$ cat config.mk
export PLATFORM = sky130hd
export DESIGN_NAME = phcp_top
export DESIGN_NICKNAME = d
export VERILOG_FILES = /design/src/core/phcp_pkg.sv /design/src/core/phcp_lock_track.sv /design/src/core/phcp_top.sv
export SDC_FILE = /design/constraint.sdc
export NUM_CORES = 1
export LEC_CHECK = 0
export BUFFER_PORTS_ARGS = -buffer_cell sky130_fd_sc_hd__buf_2
export CORE_UTILIZATION = 23
export DETAILED_ROUTE_END_ITERATION = 16
export GPL_ROUTABILITY_DRIVEN = 0
export PLACE_DENSITY = 0.57
export SLEW_MARGIN = 20
export SYNTH_ARGS = -nofsm -noshare
export SYNTH_HDL_FRONTEND = slang
export SYNTH_SLANG_ARGS = --single-unit
$ cat constraint.sdc
create_clock -name core_clk -period 2.3 [get_ports core_clk]
set_input_delay 0 -clock core_clk [delete_from_list [all_inputs] [get_ports core_clk]]
set_output_delay 0 -clock core_clk [all_outputs]
set_load 0.02 [all_outputs]
$ cat src/core/phcp_pkg.sv
// phcp_pkg: constants, register map and carrier types of the header commit-point block
// assumes a 250 MHz core clock and a 32-bit classic wishbone register bus
package phcp_pkg;

    // register byte offsets
    localparam logic [7:0] ADDR_CTRL     = 8'h00;
    localparam logic [7:0] ADDR_TEST     = 8'h04;
    localparam logic [7:0] ADDR_STATUS   = 8'h08;
    localparam logic [7:0] ADDR_IRQ_STAT = 8'h0C;
    localparam logic [7:0] ADDR_IRQ_MASK = 8'h10;

    // field positions
    localparam int CTRL_RESET_BIT = 15;
    localparam int TEST_MODE_LSB  = 13;
    localparam int TEST_MODE_W    = 3;
    localparam int STAT_LOC_BIT   = 12;
    localparam int STAT_REM_BIT   = 11;
    localparam int IRQ_W          = 4;

    // interrupt bit positions
    localparam int IRQ_LOC_UP   = 0;
    localparam int IRQ_LOC_DOWN = 1;
    localparam int IRQ_REM_UP   = 2;
    localparam int IRQ_RST_DONE = 3;

    // encodings and reset values
    localparam logic [2:0] TEST_MODE_NORMAL = 3'h0;
    localparam logic [2:0] TEST_MODE_1      = 3'h1;
    localparam logic       HDR_OK           = 1'b1;
    localparam logic       HDR_NOT_OK       = 1'b0;
    localparam logic [3:0] IRQ_MASK_RESET   = 4'h0;

    // timing
    localparam int CLK_PERIOD_NS   = 4;
    localparam int SOFT_RESET_NS   = 1000;
    localparam int SOFT_RESET_CYC  = (SOFT_RESET_NS + CLK_PERIOD_NS - 1) / CLK_PERIOD_NS;
    localparam int LOCK_BLOCKS_DEF = 4;
    localparam int LOSS_BLOCKS_DEF = 2;

    // one-cycle indications from the receive block decoder
    typedef struct packed {
        logic hdr_valid;   // header of a received block decoded
        logic hdr_good;    // that header passed its check
        logic hdr_status;  // decoded partner header status field
        logic zero_blk;    // block with zero symbols in pilot and header places
    } phcp_rx_t;

    typedef enum logic [0:0] {
        PHCP_RS_IDLE = 1'b0,
        PHCP_RS_BUSY = 1'b1
    } phcp_rst_state_t;

endpackage : phcp_pkg

$ cat src/core/phcp_lock_track.sv
// phcp_lock_track: local receive header lock from good headers and zero blocks
// assumes one-cycle pulses on core_clk from the block decoder
`timescale 1ns/1ps
module phcp_lock_track #(
    parameter int LOCK_BLOCKS = phcp_pkg::LOCK_BLOCKS_DEF,
    parameter int LOSS_BLOCKS = phcp_pkg::LOSS_BLOCKS_DEF
) (
    input  wire logic core_clk,
    input  wire logic rst,
    input  wire logic clr,
    input  wire logic hdr_good,
    input  wire logic zero_blk,
    output logic      lock
);
    localparam int CW = $clog2(LOCK_BLOCKS + LOSS_BLOCKS + 1);
    localparam logic [CW-1:0] LOCK_N = CW'(LOCK_BLOCKS);
    localparam logic [CW-1:0] LOSS_N = CW'(LOSS_BLOCKS);

    typedef struct packed {
        logic [CW-1:0] good_cnt;
        logic [CW-1:0] zero_cnt;
        logic          lock;
    } phcp_lt_state_t;

    phcp_lt_state_t s;
    phcp_lt_state_t next_s;

    // refuse counts that could never lock or never lose
    initial begin
        if (LOCK_BLOCKS < 1 || LOSS_BLOCKS < 1) begin
            $error("phcp_lock_track: block counts must be at least one");
        end
    end

    // partner header status is not looked at, so lock comes without it
    always_comb begin
        next_s = s;
        if (clr) begin
            next_s = '0;
        end else if (hdr_good) begin
            next_s.zero_cnt = '0;
            if (s.good_cnt < LOCK_N) begin
                next_s.good_cnt = s.good_cnt + CW'(1);
            end
            if (s.good_cnt + CW'(1) >= LOCK_N) begin
                next_s.lock = 1'b1;
            end
        end else if (zero_blk) begin
            next_s.good_cnt = '0;
            if (s.zero_cnt < LOSS_N) begin
                next_s.zero_cnt = s.zero_cnt + CW'(1);
            end
            if (s.zero_cnt + CW'(1) >= LOSS_N) begin
                next_s.lock = 1'b0;
            end
        end
    end

    always_ff @(posedge core_clk) begin
        if (rst) begin
            s <= '0;
        end else begin
            s <= next_s;
        end
    end

    assign lock = s.lock;

endmodule : phcp_lock_track

$ cat src/core/phcp_top.sv
// phcp_top: header commit points, remote lock tracking and register file
// assumes decoder and block builder run on core_clk; wishbone classic slave
//
// Decided for this implementation: the register offsets and register access over Wishbone.
`timescale 1ns/1ps
module phcp_top #(
    parameter int LOCK_BLOCKS = phcp_pkg::LOCK_BLOCKS_DEF,
    parameter int LOSS_BLOCKS = phcp_pkg::LOSS_BLOCKS_DEF,
    parameter int RESET_CYC   = phcp_pkg::SOFT_RESET_CYC
) (
    input  wire logic              core_clk,
    input  wire logic              rst,
    input  wire logic              wb_cyc_i,
    input  wire logic              wb_stb_i,
    input  wire logic              wb_we_i,
    input  wire logic [7:0]        wb_adr_i,
    input  wire logic [31:0]       wb_dat_i,
    input  wire logic [3:0]        wb_sel_i,
    output logic      [31:0]       wb_dat_o,
    output logic                   wb_ack_o,
    input  wire phcp_pkg::phcp_rx_t rx,
    input  wire logic              tx_blk_start,
    output logic                   hdr_status_field,
    output logic                   remote_lock,
    output logic                   mii_ignore,
    output logic [2:0]             test_mode,
    output logic                   soft_reset,
    output logic                   irq
);
    localparam int RW = $clog2(RESET_CYC + 1);
    localparam logic [RW-1:0] RESET_N = RW'(RESET_CYC);

    typedef struct packed {
        logic                       ack;
        logic [31:0]                rdata;
        logic                       hdr_tx;
        logic                       rem_lock;
        logic [2:0]                 tmode;
        logic                       ignore;
        phcp_pkg::phcp_rst_state_t  rstate;
        logic [RW-1:0]              rcnt;
        logic                       loc_prev;
        logic [3:0]                 istat;
        logic [3:0]                 imask;
        logic                       irq;
    } phcp_state_t;

    phcp_state_t s;
    phcp_state_t next_s;
    logic        loc_lock;

    // a zero-length reset would never be seen busy by a poller
    initial begin
        if (RESET_CYC < 1) begin
            $error("phcp_top: reset length must be at least one cycle");
        end
    end

    // local lock tracking, cleared while the soft reset runs
    phcp_lock_track #(
        .LOCK_BLOCKS (LOCK_BLOCKS),
        .LOSS_BLOCKS (LOSS_BLOCKS)
    ) u_lock (
        .core_clk (core_clk),
        .rst      (rst),
        .clr      (s.rstate == phcp_pkg::PHCP_RS_BUSY),
        .hdr_good (rx.hdr_valid & rx.hdr_good),
        .zero_blk (rx.zero_blk),
        .lock     (loc_lock)
    );

    // read mux, unmapped offsets read zero
    function automatic logic [31:0] read_reg(input logic [7:0] adr, input phcp_state_t st,
                                             input logic lock);
        logic [31:0] d;
        d = 32'h0000_0000;
        unique case (adr)
            phcp_pkg::ADDR_CTRL:
                d[phcp_pkg::CTRL_RESET_BIT] = (st.rstate == phcp_pkg::PHCP_RS_BUSY);
            phcp_pkg::ADDR_TEST:
                d[phcp_pkg::TEST_MODE_LSB +: phcp_pkg::TEST_MODE_W] = st.tmode;
            phcp_pkg::ADDR_STATUS: begin
                d[phcp_pkg::STAT_LOC_BIT] = lock;
                d[phcp_pkg::STAT_REM_BIT] = st.rem_lock;
            end
            phcp_pkg::ADDR_IRQ_STAT:
                d[phcp_pkg::IRQ_W-1:0] = st.istat;
            phcp_pkg::ADDR_IRQ_MASK:
                d[phcp_pkg::IRQ_W-1:0] = st.imask;
            default:
                d = 32'h0000_0000;
        endcase
        return d;
    endfunction : read_reg

    always_comb begin
        logic       req;
        logic       wr;
        logic [3:0] ev;
        logic [3:0] w1c;
        req = 1'b0;
        wr  = 1'b0;
        ev  = 4'h0;
        w1c = 4'h0;
        next_s = s;

        // one wait state: answer in the cycle after the request, drop right after
        req = wb_cyc_i & wb_stb_i & ~s.ack;
        wr  = req & wb_we_i;
        next_s.ack = req;
        if (req) begin
            next_s.rdata = read_reg(wb_adr_i, s, loc_lock);
        end

        // test mode survives the soft reset so it can be set up before it
        if (wr && wb_adr_i == phcp_pkg::ADDR_TEST && wb_sel_i[1]) begin
            next_s.tmode = wb_dat_i[phcp_pkg::TEST_MODE_LSB +: phcp_pkg::TEST_MODE_W];
        end
        next_s.ignore = (next_s.tmode == phcp_pkg::TEST_MODE_1);

        // self-clearing soft reset
        unique case (s.rstate)
            phcp_pkg::PHCP_RS_IDLE: begin
                if (wr && wb_adr_i == phcp_pkg::ADDR_CTRL && wb_sel_i[1]
                    && wb_dat_i[phcp_pkg::CTRL_RESET_BIT]) begin
                    next_s.rstate = phcp_pkg::PHCP_RS_BUSY;
                    next_s.rcnt   = RESET_N;
                end
            end
            phcp_pkg::PHCP_RS_BUSY: begin
                next_s.rcnt = s.rcnt - RW'(1);
                if (s.rcnt == RW'(1)) begin
                    next_s.rstate = phcp_pkg::PHCP_RS_IDLE;
                    ev[phcp_pkg::IRQ_RST_DONE] = 1'b1;
                end
            end
        endcase

        // remote lock rises only on a decoded good header with local lock; it clears whenever local lock is lost or the soft reset runs
        if (s.rstate == phcp_pkg::PHCP_RS_BUSY || !loc_lock) begin
            next_s.rem_lock = 1'b0;
        end else if (rx.hdr_valid && rx.hdr_good) begin
            next_s.rem_lock = (rx.hdr_status == phcp_pkg::HDR_OK);
        end

        // outgoing header status committed at each block start, forced to not ok while the soft reset runs
        if (s.rstate == phcp_pkg::PHCP_RS_BUSY) begin
            next_s.hdr_tx = phcp_pkg::HDR_NOT_OK;
        end else if (tx_blk_start) begin
            next_s.hdr_tx = loc_lock;
        end

        // events
        next_s.loc_prev = loc_lock;
        ev[phcp_pkg::IRQ_LOC_UP]   = loc_lock & ~s.loc_prev;
        ev[phcp_pkg::IRQ_LOC_DOWN] = ~loc_lock & s.loc_prev;
        ev[phcp_pkg::IRQ_REM_UP]   = next_s.rem_lock & ~s.rem_lock;

        // sticky status, write one to clear; a new event wins over the clear
        if (wr && wb_adr_i == phcp_pkg::ADDR_IRQ_STAT && wb_sel_i[0]) begin
            w1c = wb_dat_i[phcp_pkg::IRQ_W-1:0];
        end
        next_s.istat = (s.istat & ~w1c) | ev;
        if (wr && wb_adr_i == phcp_pkg::ADDR_IRQ_MASK && wb_sel_i[0]) begin
            next_s.imask = wb_dat_i[phcp_pkg::IRQ_W-1:0];
        end
        next_s.irq = |(next_s.istat & next_s.imask);
    end

    always_ff @(posedge core_clk) begin
        if (rst) begin
            s          <= '0;
            s.tmode    <= phcp_pkg::TEST_MODE_NORMAL;
            s.rstate   <= phcp_pkg::PHCP_RS_IDLE;
            s.imask    <= phcp_pkg::IRQ_MASK_RESET;
            s.hdr_tx   <= phcp_pkg::HDR_NOT_OK;
        end else begin
            s <= next_s;
        end
    end

    // outputs straight from state flops
    assign wb_ack_o         = s.ack;
    assign wb_dat_o         = s.rdata;
    assign hdr_status_field = s.hdr_tx;
    assign remote_lock      = s.rem_lock;
    assign mii_ignore       = s.ignore;
    assign test_mode        = s.tmode;
    assign soft_reset       = (s.rstate == phcp_pkg::PHCP_RS_BUSY);
    assign irq              = s.irq;

endmodule : phcp_top

==> Word-level counts from Yosys, hierarchy flattened <==
Cells that the tools add are included.
{ "classes": {"div": 0, "n_mul": 0, "n_reduce_logical": 21, "n_mux": 20, "bitwise": 16, "shifts": 0, "addsub": 3, "n_eq_ne": 9, "order_cmp": 4} }
{ "op_table": {"columns": ["operator", "count"], "rows": [
  ["case mux 9 bit (2 select lines)", 1],
  ["== test 8 x 4 -> 1 bit, second input constant", 2],
  ["two-way mux 7 bit", 2],
  ["logical AND 1 bit", 10],
  ["two-way mux 3 bit", 3],
  ["two-way mux 9 bit", 1],
  ["AND 4 bit", 2],
  ["== test 8 x 1 -> 1 bit, second input constant", 1],
  ["== test 8 x 3 -> 1 bit, second input constant", 1],
  ["== test 8 x 5 -> 1 bit, second input constant", 1],
  ["zero test 8 bit", 1],
  ["two-way mux 4 bit", 2],
  ["case mux 4 bit (2 select lines)", 1],
  ["subtractor 8 x 1 -> 8 bit, second input constant", 1],
  ["AND 1 bit", 7],
  ["two-way mux 1 bit", 7],
  ["adder 3 x 1 -> 3 bit, second input constant", 2],
  ["!= test 2 bit, second input constant", 3],
  ["NOT 1 bit", 5],
  ["two-way mux 2 bit", 2],
  ["NOT 4 bit", 1],
  ["bitwise OR 4 bit", 1],
  ["AND reduction 2 bit", 2],
  ["nonzero test 2 bit", 2],
  ["other kinds (12)", 12]
]} }
{ "totals": {"ramBits": 0, "elab_cells": 88, "reg_bits": 42, "out_inout_bits": 41, "latchBits": 0, "rom_bits": 0, "n_memories": 0} }

==> Depth between registers and ports, before layout <==
{ "logic_depth": {"word_depth": 11, "depth_mapped": 7, "ltp_nobuf": 7} }

==> Cells and area by module <==
A second synthesis with hierarchy kept.
{ "unflattened": {"hier_cells": 246, "hier_area_um2": 2197.1} }
{ "modules_own_cells": {"columns": ["module", "seq_area_each_um2", "cells_each", "instances", "area_per_inst_um2"], "rows": [
  ["phcp_top", 700.7, 206, 1, 1834.3],
  ["phcp_lock_track", 140.1, 40, 1, 362.8]
]} }

==> Worst setup path before layout <==
Ideal clock, no wire load.
{ "synth_path": {"path_kind": "register to register", "start": "register s, in the netlist wb_ack_o", "end": "register s, in the netlist mii_ignore", "setup_time_ns": 0.079, "required_ns": 2.221, "period_less_slack_ns": 1.781, "path_stages_with_launch": 7, "arrival_time_ns": 1.701, "setup_slack_ns": 0.519, "cell_sequence": "dfxtp_1 > and4bb_4 > and4bb_4 > and3_4 > buf_6 > or3_1 > a211oi_2"} }
{ "synth_via": {"elab_chain_len": 7} }
{ "synth_rtl": {"columns": ["item", "line", "rtl"], "rows": [
  ["start: declaration", "phcp_top.sv:48", "phcp_state_t s;"],
  ["start signal: assignment", "phcp_top.sv:178", "s <= next_s;"],
  ["NOT 1 bit", "phcp_top.sv:108", "req = wb_cyc_i & wb_stb_i & ~s.ack;"],
  ["AND 1 bit", "phcp_top.sv:108", null],
  ["AND 1 bit", "phcp_top.sv:109", "wr = req & wb_we_i;"],
  ["logical AND 1 bit (2 in a row)", "phcp_top.sv:116", "if (wr && wb_adr_i == phcp_pkg::ADDR_TEST && wb_sel_i[1]) begin"],
  ["two-way mux 3 bit", "phcp_top.sv:116", null],
  ["== test 3 x 1 -> 1 bit", "phcp_top.sv:119", "next_s.ignore = (next_s.tmode == phcp_pkg::TEST_MODE_1);"]
]} }
Every way passes these cells.
A chain may end at the register's enable or synchronous reset.

==> Final worst setup path <==
{ "layout_path": {"start": "register s[10] in the netlist's numbering", "end": "register s[17] in the netlist's numbering"} }
{ "layout_via": {"elab_chain_len": 2} }
{ "layout_rtl": {"columns": ["item", "line", "rtl"], "rows": [
  ["subtractor 8 x 1 -> 8 bit", "phcp_top.sv:131", "next_s.rcnt = s.rcnt - RW'(1);"],
  ["case mux 9 bit (2 select lines)", "phcp_top.sv:122", "unique case (s.rstate)"]
]} }
Every way passes these cells.

==> insert_results.sql <==
INSERT INTO impl_metrics (metric_group, metric, value, unit) VALUES
('final_layout', 'final.fill_count', '950', ''),
('timing', 'final-max-slew-violation-count', '0', ''),
('place', 'placedInstanceArea', '2300', 'sq um'),
('clocking', 'tritoncts', 'yes', ''),
('power_and_ir_drop', 'power.combinational.fraction', '9.9', '%'),
('place', 'numPortBuffers', '44', ''),
('routing', 'dr_total_vias', '1678', ''),
('timing', 'final.min_clock_period', '1.74', 'ns'),
('clocking', 'cts.htree.levels', '2', ''),
('timing', 'setup_total_neg_slack', '0', 'ns'),
('yosys', 'ys_warn_count', '0', ''),
('routing', 'drt_first_iter_violations', '79', ''),
('status', 'run_status', 'completed', ''),
('yosys', 'yosysMostFrequentCell', 'dfxtp_1', ''),
('power_and_ir_drop', 'p_sw_share', '26.7', '%'),
('yosys', 'postSynthCellCount', '234', ''),
('setup_path', 'critical_path.reg2reg.startpoint', 's[10]$_SDFFE_PP0P_', ''),
('final_layout', 'num_antenna_cells', '0', ''),
('timing', 'unrepaired_setup_endpoints_after_global_routing', 'no', ''),
('global_routing', 'antenna_found_initial', '0', ''),
('yosys', 'synth_area', '2160', 'sq um'),
('power_and_ir_drop', 'power.density_cell_area', '545', 'nW/um^2'),
('setup_path', 'worst-endpoint-required', '2.52', 'ns'),
('routing', 'routed_via_density', '4.38', ''),
('timing', 'timing_hold_violations_final', '0', ''),
('timing', 'fin_skew', '0.0100', 'ns'),
('power_and_ir_drop', 'clock_power_share', '35.8', '%'),
('routing', 'postRouteAntennaNets', '0', ''),
('setup_path', 'timing.critical_path.depth', '4', ''),
('floorplanning', 'boundaryPins', '95', ''),
('yosys', 'fraction_of_synthesis_flops_using_an_asynchronous_set_or_reset_pin', '0', '%'),
('yosys', 'synth-edff-count', '0', ''),
('routing', 'drc', '0', ''),
('yosys', 'ys_seq_area_share', '39.0', '%'),
('timing', 'slew-limit-headroom', '64.3', '%'),
('timing', 'max_slew.worst_pin.slew', '0.534', 'ns'),
('final_layout', 'number_of_nets_in_the_layout', '333', ''),
('floorplanning', 'floorplan.initialDensity', '24.2', '%'),
('clocking', 'clockBufferDepth', '2', ''),
('floorplanning', 'coreArea', '8890', 'sq um'),
('routing', 'drt_pass1_iterations', '4', ''),
('yosys', 'yosys-top-cells-count', 'dfxtp_1 (42), buf_4 (35), nor2_1 (33)', ''),
('place', 'hpwl', '3380', 'um'),
('floorplanning', 'floorplan.die_area', '9760', 'sq um'),
('yosys', 'syn-mean-instance-area', '9.21', 'sq um'),
('yosys', 'synth.area.top_cells', 'dfxtp_1 (39%), buf_4 (12%), nor2_1 (5.7%)', ''),
('timing', 'final.setup.worst_slack', '0.559', 'ns'),
('worst_hold_path', 'worst_hold_path_type', 'in2reg', ''),
('clocking', 'numClockSinks', '42', ''),
('clocking', 'clkTransAtPathRegs', '0.09', 'ns'),
('yosys', 'synth.top_cell.area_share', '39.0', '%'),
('timing', 'hold-worst-slack', '0.0144', 'ns'),
('worst_hold_path', 'min_to', 'u_lock.s[6]$_SDFFE_PP0P_', ''),
('setup_path', 'timing.critical_path.buf_inv', '0', ''),
('floorplanning', 'die_h', '98.8', 'um'),
('setup_path', 'timing.critical_path.from_type', 'flop', ''),
('clocking', 'cts-buffers-inserted', '5', ''),
('power_and_ir_drop', 'power_frac_seq', '54.3', '%'),
('power_and_ir_drop', 'switching_power', '0.361', 'mW'),
('worst_hold_path', 'timing.hold.worst_path_depth', '3', ''),
('setup_path', 'worstReg2RegEnd', 's[17]$_SDFFE_PP0P_', ''),
('global_routing', 'via_count_of_the_first_global_routing_pass', '1623', ''),
('global_routing', 'grt_max_degree', '35', ''),
('yosys', 'synth-seq-cells', '42', ''),
('flow_run', 'max_cap_violations', '0', ''),
('setup_path', 'ff2ff_setup_slack', '0.56', 'ns'),
('power_and_ir_drop', 'p_int', '0.992', 'mW'),
('global_routing', 'grt_first_pass_wirelength', '7410', 'um'),
('setup_path', 'timing.critical_path.slowest_stage_cell', 'nor3b_1', ''),
('yosys', 'distinct_cell_type_count_of_the_synthesized_netlist', '47', ''),
('routing', 'route.final.wire_length', '4550', 'um');
## power by group through the flow
| stage | Sequential [mW] | Combinational (mW) | Clock (mW) |
|---|---|---|---|
| floorplan | 0.753 | 0.110 | 0 |
| detailed placement | 0.752 | 0.123 | 0 |
| CTS | 0.735 | 0.132 | 0.504 |
| global placement | 0.752 | 0.121 | 0 |
| finish | 0.735 | 0.134 | 0.484 |
| global route | 0.736 | 0.146 | 0.551 |
## repair_timing
action	4_1_cts	5_1_grt
buffers inserted	0	0
hold buffers	8	1
hold endpoints to repair	8	1
## kinds of logic (layout without fill, tap and decap cells)
group                      Yosys count  count (layout)  share of synthesized area [%]
muxes                               11              11                           5.17
buffers and inverters               49              68                           15.1
AOI/OAI and AO/OA                   40              40                           13.6
xor gates and xnor gates             3               3                           1.22
adders and majority gates            5               5                           2.90
other                                1              23                          0.174
DFF                                 42              42                           39.0
and+or+nand+nor                     83              83                           22.8
## stage by stage
stage                     total power [mW]  cells
final                                 1.35    383
after CTS                             1.37    382
after floorplan                      0.863    256
after detailed placement             0.876    366
after global placement               0.873    366
after global routing                  1.43    383
## metal layers
metal,part of all wire [%],vias to the layer above,wire length [um],global-route usage [%]
li1,-,852,-,-
met1,51,762,2310,12.6
met2,42,60,1910,14.8
met3,6.4,4,290,3.62
met4,0.92,0,42,2.99
met5,0,-,0,0
## worst max-delay path by stage
| stage | slack, ns | to | from |
|---|---|---|---|
| floorplan | 0.52 | mii_ignore$_SDFF_PP0_ | wb_ack_o$_SDFF_PP0_ |
| finish | 0.56 | s[17]$_SDFFE_PP0P_ | s[10]$_SDFFE_PP0P_ |
| detailed placement | 0.57 | s[17]$_SDFFE_PP0P_ | s[10]$_SDFFE_PP0P_ |
| global route | 0.40 | s[17]$_SDFFE_PP0P_ | s[10]$_SDFFE_PP0P_ |
| CTS | 0.56 | s[17]$_SDFFE_PP0P_ | s[10]$_SDFFE_PP0P_ |
| global placement | 0.59 | irq$_SDFF_PP0_ | s[13]$_SDFFE_PP0P_ |
## layout by cell type, fill, tap and decap left out, types with 4 or more instances in the layout
cell type	n
clkbuf_8	5
dfxtp_1	42
a211oi_1	5
conb_1	23
ha_1	5
a22o_1	4
inv_1	5
buf_2	44
mux2i_1	10
a21oi_1	10
nand2_1	8
nor2_1	33
dlygate4sd3_1	9
nor3_1	9
a22oi_1	6
## final cells by class
cell class	instances	area [sq um]	area share, %
clock inverter	3	21.3	0.857
inverter	5	18.8	0.756
timing repair buffer	55	325	13.1
clock buffer	5	68.8	2.77
sequential	42	841	33.9
multi-input combinational	165	1070	43.2
tap	108	135	5.44
## tightest hold or removal path: cells and delay by family
family	cells	cell delay, ns
simple gates	1	0.08
buf+inv	1	0.10
compound gates	1	0.09
## state kept, by name (all words and copies together), names as in the netlist
signal / cells
hdr_status_field: 1
irq: 1
mii_ignore: 1
remote_lock: 1
s: 17
soft_reset: 1
test_mode: 3
u_lock.lock: 1
u_lock.s: 6
wb_ack_o: 1
wb_dat_o: 9
No activity file was read; power rests on OpenSTA's default activity.
